--- src/rtl/ttr_defines.svh ---
`ifndef TTR_DEFINES_SVH
`define TTR_DEFINES_SVH

// Register byte addresses
`define TTR_ADDR_W 12
`define TTR_ADDR_SEL 12'h000
`define TTR_ADDR_MASTER 12'h004
`define TTR_ADDR_CMD 12'h008
`define TTR_ADDR_STATUS 12'h00C

// Field widths and positions
`define TTR_SEL_W 14
`define TTR_SEL_RST 14'h0000
`define TTR_SB_W 6
`define TTR_MASTER_RST 6'h00
`define TTR_CMD_SW_ACQ 0
`define TTR_CMD_SW_OUT 1
`define TTR_ST_SEL_LSB 0
`define TTR_ST_ACQ_BUSY 16
`define TTR_ST_OUT_BUSY 17
`define TTR_ST_PENDING 18
`define TTR_ST_MASTER_LSB 24

// Master tick source codes
`define TTR_TICK_INT 2'h0
`define TTR_TICK_EXT 2'h1
`define TTR_TICK_SYNC 2'h2

// Trigger source codes
`define TTR_TRIG_SW 2'h0
`define TTR_TRIG_EXT 2'h1
`define TTR_TRIG_ANA 2'h2
`define TTR_TRIG_SYNC 2'h3

// Strobe source codes
`define TTR_SRC_INT 2'h0
`define TTR_SRC_AUX 2'h1
`define TTR_SRC_SYNC 2'h2

// Sync bus line index
`define TTR_SB_TICK 0
`define TTR_SB_ACQ 1
`define TTR_SB_SCAN 2
`define TTR_SB_CONV 3
`define TTR_SB_OTRIG 4
`define TTR_SB_UPD 5

// Synchroniser input index
`define TTR_PIN_W 11
`define TTR_PIN_TICK 0
`define TTR_PIN_ACQ 1
`define TTR_PIN_WAVE 2
`define TTR_PIN_AUX0 3
`define TTR_PIN_AUX1 4
`define TTR_PIN_SB 5

`endif

--- src/rtl/ttr_pkg.sv ---
package ttr_pkg;

    // Source selection, packed in register bit order
    typedef struct packed {
        logic wave_fall;
        logic acq_fall;
        logic [1:0] upd;
        logic [1:0] otrig;
        logic [1:0] conv;
        logic [1:0] scan;
        logic [1:0] atrig;
        logic [1:0] tick;
    } ttr_sel_t;

endpackage

--- src/rtl/ttr_edge_if.sv ---
`timescale 1ns/1ps
`default_nettype none

interface ttr_edge_if #(parameter int W = 1) (
    input wire logic clk,
    input wire logic rst_n
);
    logic [W-1:0] raw;
    logic [W-1:0] rise;
    logic [W-1:0] fall;

    modport det (input clk, input rst_n, input raw, output rise, output fall);
    modport user (output raw, input rise, input fall);
endinterface

`default_nettype wire

--- src/rtl/ttr_edge_sync.sv ---
`timescale 1ns/1ps
`default_nettype none

module ttr_edge_sync #(
    parameter int W = 1
) (
    ttr_edge_if.det e
);
    logic [W-1:0] s1;
    logic [W-1:0] s2;
    logic [W-1:0] s3;

    // Two-stage synchroniser; only s2 reads s1
    always_ff @(posedge e.clk or negedge e.rst_n) begin
        if (!e.rst_n) begin
            s1 <= '0;
            s2 <= '0;
        end else begin
            s1 <= e.raw;
            s2 <= s1;
        end
    end

    // One-cycle pulse per edge
    always_ff @(posedge e.clk or negedge e.rst_n) begin
        if (!e.rst_n) begin
            s3 <= '0;
            e.rise <= '0;
            e.fall <= '0;
        end else begin
            s3 <= s2;
            e.rise <= s2 & ~s3;
            e.fall <= ~s2 & s3;
        end
    end
endmodule

`default_nettype wire

--- src/rtl/ttr_router.sv ---
`include "ttr_defines.svh"
`timescale 1ns/1ps
`default_nettype none

module ttr_router (
    // APB slave
    input wire logic pclk,
    input wire logic presetn,
    input wire logic [`TTR_ADDR_W-1:0] paddr,
    input wire logic psel,
    input wire logic penable,
    input wire logic pwrite,
    input wire logic [31:0] pwdata,
    output logic [31:0] prdata,
    output logic pready,
    output logic pslverr,
    // Internal generators and engine state, same clock
    input wire logic int_scan_pulse,
    input wire logic int_conv_pulse,
    input wire logic int_upd_pulse,
    input wire logic analog_trigger,
    input wire logic acq_busy,
    input wire logic out_busy,
    // Connector pins, asynchronous
    input wire logic external_tick_input,
    input wire logic acq_ext_trigger_pin,
    input wire logic wave_ext_trigger_pin,
    input wire logic aux_input_0,
    input wire logic aux_input_1,
    // Card sync bus, one line per timing signal
    input wire logic [`TTR_SB_W-1:0] sync_bus_in,
    output logic [`TTR_SB_W-1:0] sync_bus_out,
    output logic [`TTR_SB_W-1:0] sync_bus_oe_n,
    // Routed timing signals
    output logic master_tick,
    output logic acq_trigger,
    output logic scan_begin,
    output logic convert_strobe,
    output logic output_trigger,
    output logic output_update_strobe
);
    ttr_pkg::ttr_sel_t pend_sel;
    ttr_pkg::ttr_sel_t act_sel;
    logic [`TTR_SB_W-1:0] master_n;
    logic sw_acq;
    logic sw_out;
    logic [4:0] pend;
    logic [4:0] ev;
    logic tick_now;
    logic aux_conv;
    logic acq_ev;
    logic scan_ev;
    logic conv_ev;
    logic otrig_ev;
    logic upd_ev;
    logic [4:0] next_fire;
    logic [4:0] ev_keep;
    logic [`TTR_PIN_W-1:0] rise;
    logic [`TTR_PIN_W-1:0] fall;
    logic wr_en;
    logic rd_setup;
    logic [31:0] next_prdata;

    ttr_edge_if #(.W(`TTR_PIN_W)) pins_if (.clk(pclk), .rst_n(presetn));

    // All pins cross into pclk before use
    assign pins_if.raw = {sync_bus_in, aux_input_1, aux_input_0, wave_ext_trigger_pin,
                          acq_ext_trigger_pin, external_tick_input};
    assign rise = pins_if.rise;
    assign fall = pins_if.fall;

    ttr_edge_sync #(.W(`TTR_PIN_W)) u_sync (.e(pins_if.det));

    function automatic logic addr_hit(input logic [`TTR_ADDR_W-1:0] a);
        addr_hit = (a == `TTR_ADDR_SEL) || (a == `TTR_ADDR_MASTER) ||
                   (a == `TTR_ADDR_CMD) || (a == `TTR_ADDR_STATUS);
    endfunction

    // APB handshake, zero wait states
    assign pready = 1'b1;
    assign pslverr = psel & penable & ~addr_hit(paddr);
    assign wr_en = psel & penable & pwrite & addr_hit(paddr);
    assign rd_setup = psel & ~penable & ~pwrite;

    // Pending selection register, software side
    always_ff @(posedge pclk or negedge presetn) begin
        if (!presetn) begin
            pend_sel <= `TTR_SEL_RST;
        end else if (wr_en && paddr == `TTR_ADDR_SEL) begin
            pend_sel <= pwdata[`TTR_SEL_W-1:0];
        end
    end

    // Sync bus drive enables, active low
    always_ff @(posedge pclk or negedge presetn) begin
        if (!presetn) begin
            master_n <= ~`TTR_MASTER_RST;
        end else if (wr_en && paddr == `TTR_ADDR_MASTER) begin
            master_n <= ~pwdata[`TTR_SB_W-1:0];
        end
    end

    // Software trigger strobes
    always_ff @(posedge pclk or negedge presetn) begin
        if (!presetn) begin
            sw_acq <= 1'b0;
            sw_out <= 1'b0;
        end else begin
            sw_acq <= wr_en && paddr == `TTR_ADDR_CMD && pwdata[`TTR_CMD_SW_ACQ];
            sw_out <= wr_en && paddr == `TTR_ADDR_CMD && pwdata[`TTR_CMD_SW_OUT];
        end
    end

    // Active selection follows pending only while idle
    always_ff @(posedge pclk or negedge presetn) begin
        if (!presetn) begin
            act_sel <= `TTR_SEL_RST;
        end else begin
            if (!acq_busy) begin
                act_sel.atrig <= pend_sel.atrig;
                act_sel.scan <= pend_sel.scan;
                act_sel.conv <= pend_sel.conv;
                act_sel.acq_fall <= pend_sel.acq_fall;
            end
            if (!out_busy) begin
                act_sel.otrig <= pend_sel.otrig;
                act_sel.upd <= pend_sel.upd;
                act_sel.wave_fall <= pend_sel.wave_fall;
            end
            // Shared tick changes only when both sides rest
            if (!acq_busy && !out_busy) begin
                act_sel.tick <= pend_sel.tick;
            end
        end
    end

    // Master tick source
    always_comb begin
        case (act_sel.tick)
            `TTR_TICK_INT: tick_now = 1'b1;
            `TTR_TICK_EXT: tick_now = rise[`TTR_PIN_TICK];
            `TTR_TICK_SYNC: tick_now = rise[`TTR_PIN_SB + `TTR_SB_TICK];
            default: tick_now = 1'b1;
        endcase
    end

    // Aux 0 claimed by convert excludes scan use
    assign aux_conv = (act_sel.conv == `TTR_SRC_AUX);

    // Acquisition trigger
    always_comb begin
        case (act_sel.atrig)
            `TTR_TRIG_SW: acq_ev = sw_acq;
            `TTR_TRIG_EXT: acq_ev = act_sel.acq_fall ? fall[`TTR_PIN_ACQ] :
                                                     rise[`TTR_PIN_ACQ];
            `TTR_TRIG_ANA: acq_ev = analog_trigger;
            `TTR_TRIG_SYNC: acq_ev = rise[`TTR_PIN_SB + `TTR_SB_ACQ];
            default: acq_ev = sw_acq;
        endcase
        if (aux_conv) begin
            acq_ev = 1'b0;
        end
    end

    // Scan begin
    always_comb begin
        case (act_sel.scan)
            `TTR_SRC_INT: scan_ev = int_scan_pulse;
            `TTR_SRC_AUX: scan_ev = rise[`TTR_PIN_AUX0];
            `TTR_SRC_SYNC: scan_ev = rise[`TTR_PIN_SB + `TTR_SB_SCAN];
            default: scan_ev = int_scan_pulse;
        endcase
        if (aux_conv) begin
            scan_ev = 1'b0;
        end
    end

    // Convert strobe; reserved code falls back to internal
    always_comb begin
        case (act_sel.conv)
            `TTR_SRC_INT: conv_ev = int_conv_pulse;
            `TTR_SRC_AUX: conv_ev = rise[`TTR_PIN_AUX0];
            `TTR_SRC_SYNC: conv_ev = rise[`TTR_PIN_SB + `TTR_SB_CONV];
            default: conv_ev = int_conv_pulse;
        endcase
    end

    // Output trigger
    always_comb begin
        case (act_sel.otrig)
            `TTR_TRIG_SW: otrig_ev = sw_out;
            `TTR_TRIG_EXT: otrig_ev = act_sel.wave_fall ? fall[`TTR_PIN_WAVE] :
                                                        rise[`TTR_PIN_WAVE];
            `TTR_TRIG_ANA: otrig_ev = analog_trigger;
            `TTR_TRIG_SYNC: otrig_ev = rise[`TTR_PIN_SB + `TTR_SB_OTRIG];
            default: otrig_ev = sw_out;
        endcase
    end

    // Update strobe; reserved code falls back to internal
    always_comb begin
        case (act_sel.upd)
            `TTR_SRC_INT: upd_ev = int_upd_pulse;
            `TTR_SRC_AUX: upd_ev = rise[`TTR_PIN_AUX1];
            `TTR_SRC_SYNC: upd_ev = rise[`TTR_PIN_SB + `TTR_SB_UPD];
            default: upd_ev = int_upd_pulse;
        endcase
    end

    assign ev = {upd_ev, otrig_ev, conv_ev, scan_ev, acq_ev};

    // Events wait for the next tick; event on a tick goes out at once
    // Aux 0 convert also drops scan and trigger events already waiting
    assign ev_keep = {3'h7, {2{~aux_conv}}};
    assign next_fire = (pend | ev) & ev_keep & {5{tick_now}};

    always_ff @(posedge pclk or negedge presetn) begin
        if (!presetn) begin
            pend <= 5'h00;
        end else if (tick_now) begin
            pend <= 5'h00;
        end else begin
            pend <= (pend | ev) & ev_keep;
        end
    end

    // Registered routed outputs, all on the one tick
    always_ff @(posedge pclk or negedge presetn) begin
        if (!presetn) begin
            master_tick <= 1'b0;
            acq_trigger <= 1'b0;
            scan_begin <= 1'b0;
            convert_strobe <= 1'b0;
            output_trigger <= 1'b0;
            output_update_strobe <= 1'b0;
        end else begin
            master_tick <= tick_now;
            acq_trigger <= next_fire[0];
            scan_begin <= next_fire[1];
            convert_strobe <= next_fire[2];
            output_trigger <= next_fire[3];
            output_update_strobe <= next_fire[4];
        end
    end

    // Master cards forward their own timing on the sync bus
    always_ff @(posedge pclk or negedge presetn) begin
        if (!presetn) begin
            sync_bus_out <= '0;
        end else begin
            sync_bus_out[`TTR_SB_TICK] <= tick_now;
            sync_bus_out[`TTR_SB_ACQ] <= next_fire[0];
            sync_bus_out[`TTR_SB_SCAN] <= next_fire[1];
            sync_bus_out[`TTR_SB_CONV] <= next_fire[2];
            sync_bus_out[`TTR_SB_OTRIG] <= next_fire[3];
            sync_bus_out[`TTR_SB_UPD] <= next_fire[4];
        end
    end

    assign sync_bus_oe_n = master_n;

    // Read data captured in the setup phase
    always_comb begin
        next_prdata = 32'h0000_0000;
        if (paddr == `TTR_ADDR_SEL) begin
            next_prdata[`TTR_SEL_W-1:0] = pend_sel;
        end else if (paddr == `TTR_ADDR_MASTER) begin
            next_prdata[`TTR_SB_W-1:0] = ~master_n;
        end else if (paddr == `TTR_ADDR_STATUS) begin
            next_prdata[`TTR_ST_SEL_LSB +: `TTR_SEL_W] = act_sel;
            next_prdata[`TTR_ST_ACQ_BUSY] = acq_busy;
            next_prdata[`TTR_ST_OUT_BUSY] = out_busy;
            next_prdata[`TTR_ST_PENDING] = (pend_sel != act_sel);
            next_prdata[`TTR_ST_MASTER_LSB +: `TTR_SB_W] = ~master_n;
        end
    end

    always_ff @(posedge pclk or negedge presetn) begin
        if (!presetn) begin
            prdata <= 32'h0000_0000;
        end else if (rd_setup) begin
            prdata <= next_prdata;
        end
    end
endmodule

`default_nettype wire

--- config.mk ---
export PLATFORM = sky130hd
export DESIGN_NAME = ttr_router
export DESIGN_NICKNAME = d
export VERILOG_FILES = /design/src/rtl/ttr_pkg.sv /design/src/rtl/ttr_edge_if.sv /design/src/rtl/ttr_edge_sync.sv /design/src/rtl/ttr_router.sv
export VERILOG_INCLUDE_DIRS = /design/src /design/src/rtl
export SDC_FILE = /design/constraint.sdc
export NUM_CORES = 1
export LEC_CHECK = 0
export ABC_AREA = 1
export ABC_CLOCK_PERIOD_IN_PS = 3200
export BUFFER_PORTS_ARGS = -buffer_cell sky130_fd_sc_hd__buf_2
export CELL_PAD_IN_SITES_DETAIL_PLACEMENT = 1
export CELL_PAD_IN_SITES_GLOBAL_PLACEMENT = 2
export CORE_MARGIN = 5
export CORE_UTILIZATION = 31
export DETAILED_ROUTE_END_ITERATION = 8
export PLACE_DENSITY = 0.82
export SYNTH_ARGS = -nofsm -noshare
export SYNTH_HDL_FRONTEND = slang
export SYNTH_SLANG_ARGS = --single-unit
export TNS_END_PERCENT = 1
--- constraint.sdc ---
create_clock -name pclk -period 3.2 [get_ports pclk]
set_input_delay 0.16 -clock pclk [delete_from_list [all_inputs] [get_ports pclk]]
set_output_delay 0.16 -clock pclk [all_outputs]
set_load 0.05 [all_outputs]
Word level (Yosys, flattened, before mapping). Cells that the tools add are included.

Flip-flop bits (word level): 123. Input bits: 66. Output and inout bits: 52. Word-level logic and storage cells: 105.

Equality and inequality tests: 18. Multiplexer cells: 21. Bitwise operators: 19. Reductions and logical operators: 14.

Operators by type and width (number): two-way mux 14 bit (2); equality test 12 x 4 -> 1 bit (second input constant) (2); two-way mux 6 bit (4); equality test 2 bit (second input constant) (8); != test 14 bit (1); equality test 12 x 3 -> 1 bit (second input constant) (1); equality test 2 x 1 -> 1 bit (second input constant) (6); zero test 12 bit (1); NOT 6 bit (2); bitwise AND 11 bit (1); NOT 11 bit (1); bitwise AND 5 bit (2); two-way mux 3 bit (3); two-way mux 8 bit (1); case mux 1 bit (2 select lines) (4); case mux 1 bit (4 select lines) (2); bitwise AND 1 bit (6); logical AND 1 bit (6); two-way mux 5 bit (1); bitwise OR 5 bit (1); zero test 2 bit (2); two-way mux 1 bit (4); NOT 1 bit (4); bitwise AND 3 bit (1); 3 further kinds (6).

Longest topological paths before layout.
Depth after elaboration: 7. Gate-level depth with buffers: 9. Gate-level depth less buffers: 9.

Modules after synthesis. A second synthesis with hierarchy kept.

Cell total of the unflattened synthesis: 522. Area, all modules: 5094.9 um2.

Modules (own cells, without submodules): ttr_router (instances 1, cells each 423, area each 3553.4 um2, sequential area each 1759.2 um2); ttr_edge_sync (instances 1, cells each 99, area each 1541.5 um2, sequential area each 1376.3 um2).

Least setup slack after synthesis. No wires, ideal clock.

Path kind: input-to-output. From: input paddr[7]. To: output pslverr. Arrival time: 1.303 ns. Data required time: 3.040 ns. Path slack: 1.737 ns. Cell stages on the path: 7. Path buffers: 1. Cell sequence: nor2_1 nand2_2 nor2_8 buf_2 nand2_1 nand4_1 nor2_1.

Cells in the longest elaborated chain, start to end: 6. Elaborated cells between the ends (all ways): 9. Classes of those cells: 3 x eq/ne; 2 x bitwise; 4 x reduce/logical.

Ends and longest elaborated chain: from (decl) (RTL line ttr_router.sv:9) `` input wire logic [`TTR_ADDR_W-1:0] paddr, ``; equality test 12 x 3 -> 1 bit (no line) / zero test 12 bit (equally long branches); logical OR 1 bit (2 in a row) (RTL line ttr_router.sv:75) `` addr_hit = (a == `TTR_ADDR_SEL) || (a == `TTR_ADDR_MASTER) || ``; logical OR 1 bit * (RTL line ttr_router.sv:75); NOT 1 bit * (RTL line ttr_router.sv:81) `assign pslverr = psel & penable & ~addr_hit(paddr);`; bitwise AND 1 bit * (RTL line ttr_router.sv:81); to (decl) (RTL line ttr_router.sv:16) `output logic pslverr,`.

Every way passes the cells marked *; elsewhere a longest branch is shown, timed or not.

Worst setup path in the final report. Same ends and word-level chain as after synthesis.

==> impl_metrics.py <==
metrics = {
    "route": {
        "drt-pass1-iter-count": 4,
        "wl_per_cell_um": 14.8,
        "drc": 0,
        "ant_nets": 0,
        "drt-total-wl_um": 13300,
        "drt_iter0_drc": 130,
        "vias": 3980,
        "via_per_inst": 4.44,
    },
    "placement": {
        "portBuffers": 89,
        "place.gp.congestion": 0.821,
        "hpwl_um": 9340,
        "dpl_worst_slack_ns": 1.37,
    },
    "pwr": {
        "power_switching_mw": 0.812,
        "power_mw": 3.61,
        "sw_frac_of_total_pct": 22.5,
        "leakagePower_nw": 3.43,
        "combPwrFrac_pct": 5.3,
        "pwr_density_cell_nw_per_um2": 560,
        "seqPwrFrac_pct": 41.9,
        "vdd_drop_max_v": 0.000367,
        "internal_power_mw": 2.80,
        "p_clk_share_pct": 52.8,
    },
    "sta": {
        "finalSetupViolations": 0,
        "timing.final.crit_share_pct": 47.0,
        "rsz0062_at_grt": "false",
        "maxSlewHeadroom_pct": 42.5,
        "min_period_ns": 1.51,
        "timing.hold.ws_ns": 0.0332,
        "finalHoldViolCount": 0,
        "worst_pin_slew_ns": 0.862,
        "maxSlewViolCount": 0,
        "fin_ws_ns": 1.69,
        "fin_skew_ns": 0.00775,
        "fin_tns_setup_ns": 0,
        "clock.fmax_mhz": 664,
    },
    "die": {
        "fp.dieH_um": 138,
        "initial_core_util_pct": 31.6,
        "die_w_um": 138,
        "num_rows": 46,
        "pin_count": 118,
        "coreArea_um2": 15900,
        "dieArea_um2": 18900,
    },
    "setup_path": {
        "critPathCaptureType": "output pin",
        "crit_end": "pslverr",
        "worstPathRequired_ns": 3.04,
        "cp.arrival_ns": 1.35,
        "cp_max_fo": 25,
        "cp-start-kind": "input pin",
        "rr_worst_depth": 6,
        "slowest_delay_ns": 0.33,
        "cp_top_family": "simple AND/OR/NAND/NOR gates",
        "cp_cell_sequence": "buf_2 > nor2_1 > nand2_2 > nor2_8 > nand2_4 > nand4_1 > nor2_1 > buf_2",
        "crit_cells": 8,
        "startpoint": "paddr[7]",
        "cpMaxStageDelayCell": "nor2_8",
        "r2r-start": "act_sel[4]$_DFFE_PN0N_",
        "crit_type": "in2out",
        "reg2reg_to": "pend[1]$_DFF_PN0_",
        "ff2ff_setup_slack_ns": 1.71,
        "crit_buf_inv": 2,
    },
    "synthesis": {
        "synth_area_um2": 5040,
        "synth.area.top_cells": "dfrtp_1 (55%), nand2_1 (13%), nand3_1 (5.4%)",
        "netlist_instances": 549,
        "yosysSeqAreaShare_pct": 57.7,
        "synth_top_area_share_pct": 54.6,
        "ys_types": 33,
        "synth.largest_area_cell": "dfrtp_1",
        "synth.avg_cell_area_um2": 9.18,
        "ys_ff_latch": 116,
        "synth-warning-count": 0,
    },
    "global_route": {
        "grt_max_degree": 68,
        "overflow": 0,
        "antenna_found_initial": 0,
        "grt_pass1_wl_um": 22000,
        "grt_pass1_vias": 4477,
        "grtUsageTotal_pct": 15.2,
    },
    "worst_hold_path": {
        "hold_class": "in2reg",
    },
    "outcome": {
        "outcome": "complete, no violations",
    },
    "finish": {
        "fill_cells": 1895,
        "antenna_cells": 0,
        "final_util_pct": 40.5,
        "layout.nets": 743,
        "drive_gt1_share_pct": 23.6,
        "syn_to_final_growth_pct": 28.1,
    },
    "clock_tree": {
        "cts.sinks": 116,
        "insertion_delay_ns": 0.42,
        "tritoncts": "done",
        "cts.clk_slew.worst_paths_ns": 0.05,
        "cts_inserted_buffers": 17,
        "hold_buffers": 26,
        "cts-htree-levels": 4,
        "cts_root_buf": "clkbuf_16",
        "cts_setup_buffers": 0,
        "cts_buffer_depth": 2,
        "post_cts_resized": 0,
    },
    "flow_run": {
        "cap_viol_max_count": 0,
    },
}
[logic make-up (layout without fill, tap and decap cells)]
| kind of cell | count (synthesis) | after routing | synth area share [%] |
|---|---|---|---|
| buf+inv | 97 | 221 | 9.83 |
| mux | 1 | 1 | 0.223 |
| flops | 116 | 116 | 57.7 |
| other cells | 2 | 10 | 0.149 |
| fa+ha+maj | 8 | 8 | 1.99 |
| simple gates | 287 | 287 | 25.3 |
| compound gates | 37 | 37 | 4.57 |
| xor+xnor | 1 | 1 | 0.174 |
[cells in the mapped netlist]
cell type  count
inv_1         66
conb_1         2
nor2_4         1
xnor2_1        1
dfrtp_1      110
nand2_1      175
buf_2          3
nand2_4        3
a21o_1         2
inv_2          2
nor3_4         1
o21a_1         1
o21ai_1        2
nand4_1        2
o31ai_1        1
buf_6          7
clkinv_2       1
dfstp_2        6
ha_1           8
o21ai_2        6
nand2_2        6
nor2_1        36
clkbuf_8       1
nor2_8         2
nor2_2         2
mux2_2         1
a21oi_1        4
a31oi_1        4
buf_4         17
nand3_1       54
o21ai_0       14
nand3_2        5
o211ai_1       3
[stage by stage]
step	cell area (µm²)	cells
6_report	6450	897
5_1_grt	6450	897
4_1_cts	6450	897
3_5_place_dp	5600	840
3_3_place_gp	5600	840
2_1_floorplan	5070	557
[power groups by stage]
stage | clock network (mW) | logic (mW) | registers, mW
finish | 1.91 | 0.193 | 1.51
global route | 2.03 | 0.214 | 1.52
CTS | 1.95 | 0.197 | 1.51
detailed placement | 0 | 0.172 | 1.54
global placement | 0 | 0.169 | 1.54
floorplan | 0 | 0.0913 | 1.54
[final cells by class]
class | instances | area, µm² | share of cell area, %
timing repair buffer | 121 | 753 | 11.7
tap | 216 | 270 | 4.19
sequential | 116 | 2910 | 45.1
inverter | 69 | 260 | 4.03
clock buffer | 23 | 498 | 7.71
clock inverter | 8 | 98.8 | 1.53
multi-input combinational | 344 | 1660 | 25.8
[worst register-to-register path, stage by stage, from the launching register on]
cell	delay (ns)
dfrtp_1	0.43
inv_1	0.09
ha_1	0.32
nand2_1	0.08
inv_1	0.04
o31ai_1	0.34
nor2_1	0.07
[worst min path at each step]
stage                   start                     end  cells past startpoint
2_1_floorplan         presetn  act_sel[0]$_DFFE_PN0P_                      0
3_3_place_gp   sync_bus_in[3]  u_sync.s1[8]$_DFF_PN0_                      1
3_5_place_dp   sync_bus_in[4]  u_sync.s1[9]$_DFF_PN0_                      1
4_1_cts        int_conv_pulse       pend[2]$_DFF_PN0_                      3
5_1_grt         int_upd_pulse       pend[4]$_DFF_PN0_                      3
6_report       int_conv_pulse       pend[2]$_DFF_PN0_                      3
[placed cells by master, fill, tap and decap left out, types with 7 or more instances in the layout]
cell type and n:
nand2_1 175, dfrtp_1 110, buf_2 88, inv_1 66
nand3_1 54, nor2_1 36, dlygate4sd3_1 26, clkbuf_16 17
o21ai_0 14, conb_1 10, ha_1 8, buf_4 7
[sequential cells by signal (all words and copies together) (netlist names)]
register / count
prdata: 23
act_sel: 14
pend_sel: 14
u_sync.e.rise: 11
u_sync.s1: 11
u_sync.s2: 11
u_sync.s3: 11
sync_bus_oe_n: 6
pend: 5
sync_bus_out: 5
u_sync.e.fall: 2
output_update_strobe: 1
sw_acq: 1
sw_out: 1
[per-layer routing]
| metal | up-vias | global-route usage [%] | share of wire (%) |
|---|---|---|---|
| li1 | 1916 | - | - |
| met1 | 1945 | 18.0 | 43 |
| met2 | 101 | 26.1 | 50 |
| met3 | 18 | 4.53 | 6.0 |
| met4 | 0 | 5.60 | 1.4 |
| met5 | - | 0 | 0 |
Power figures use the tool's default switching activity.
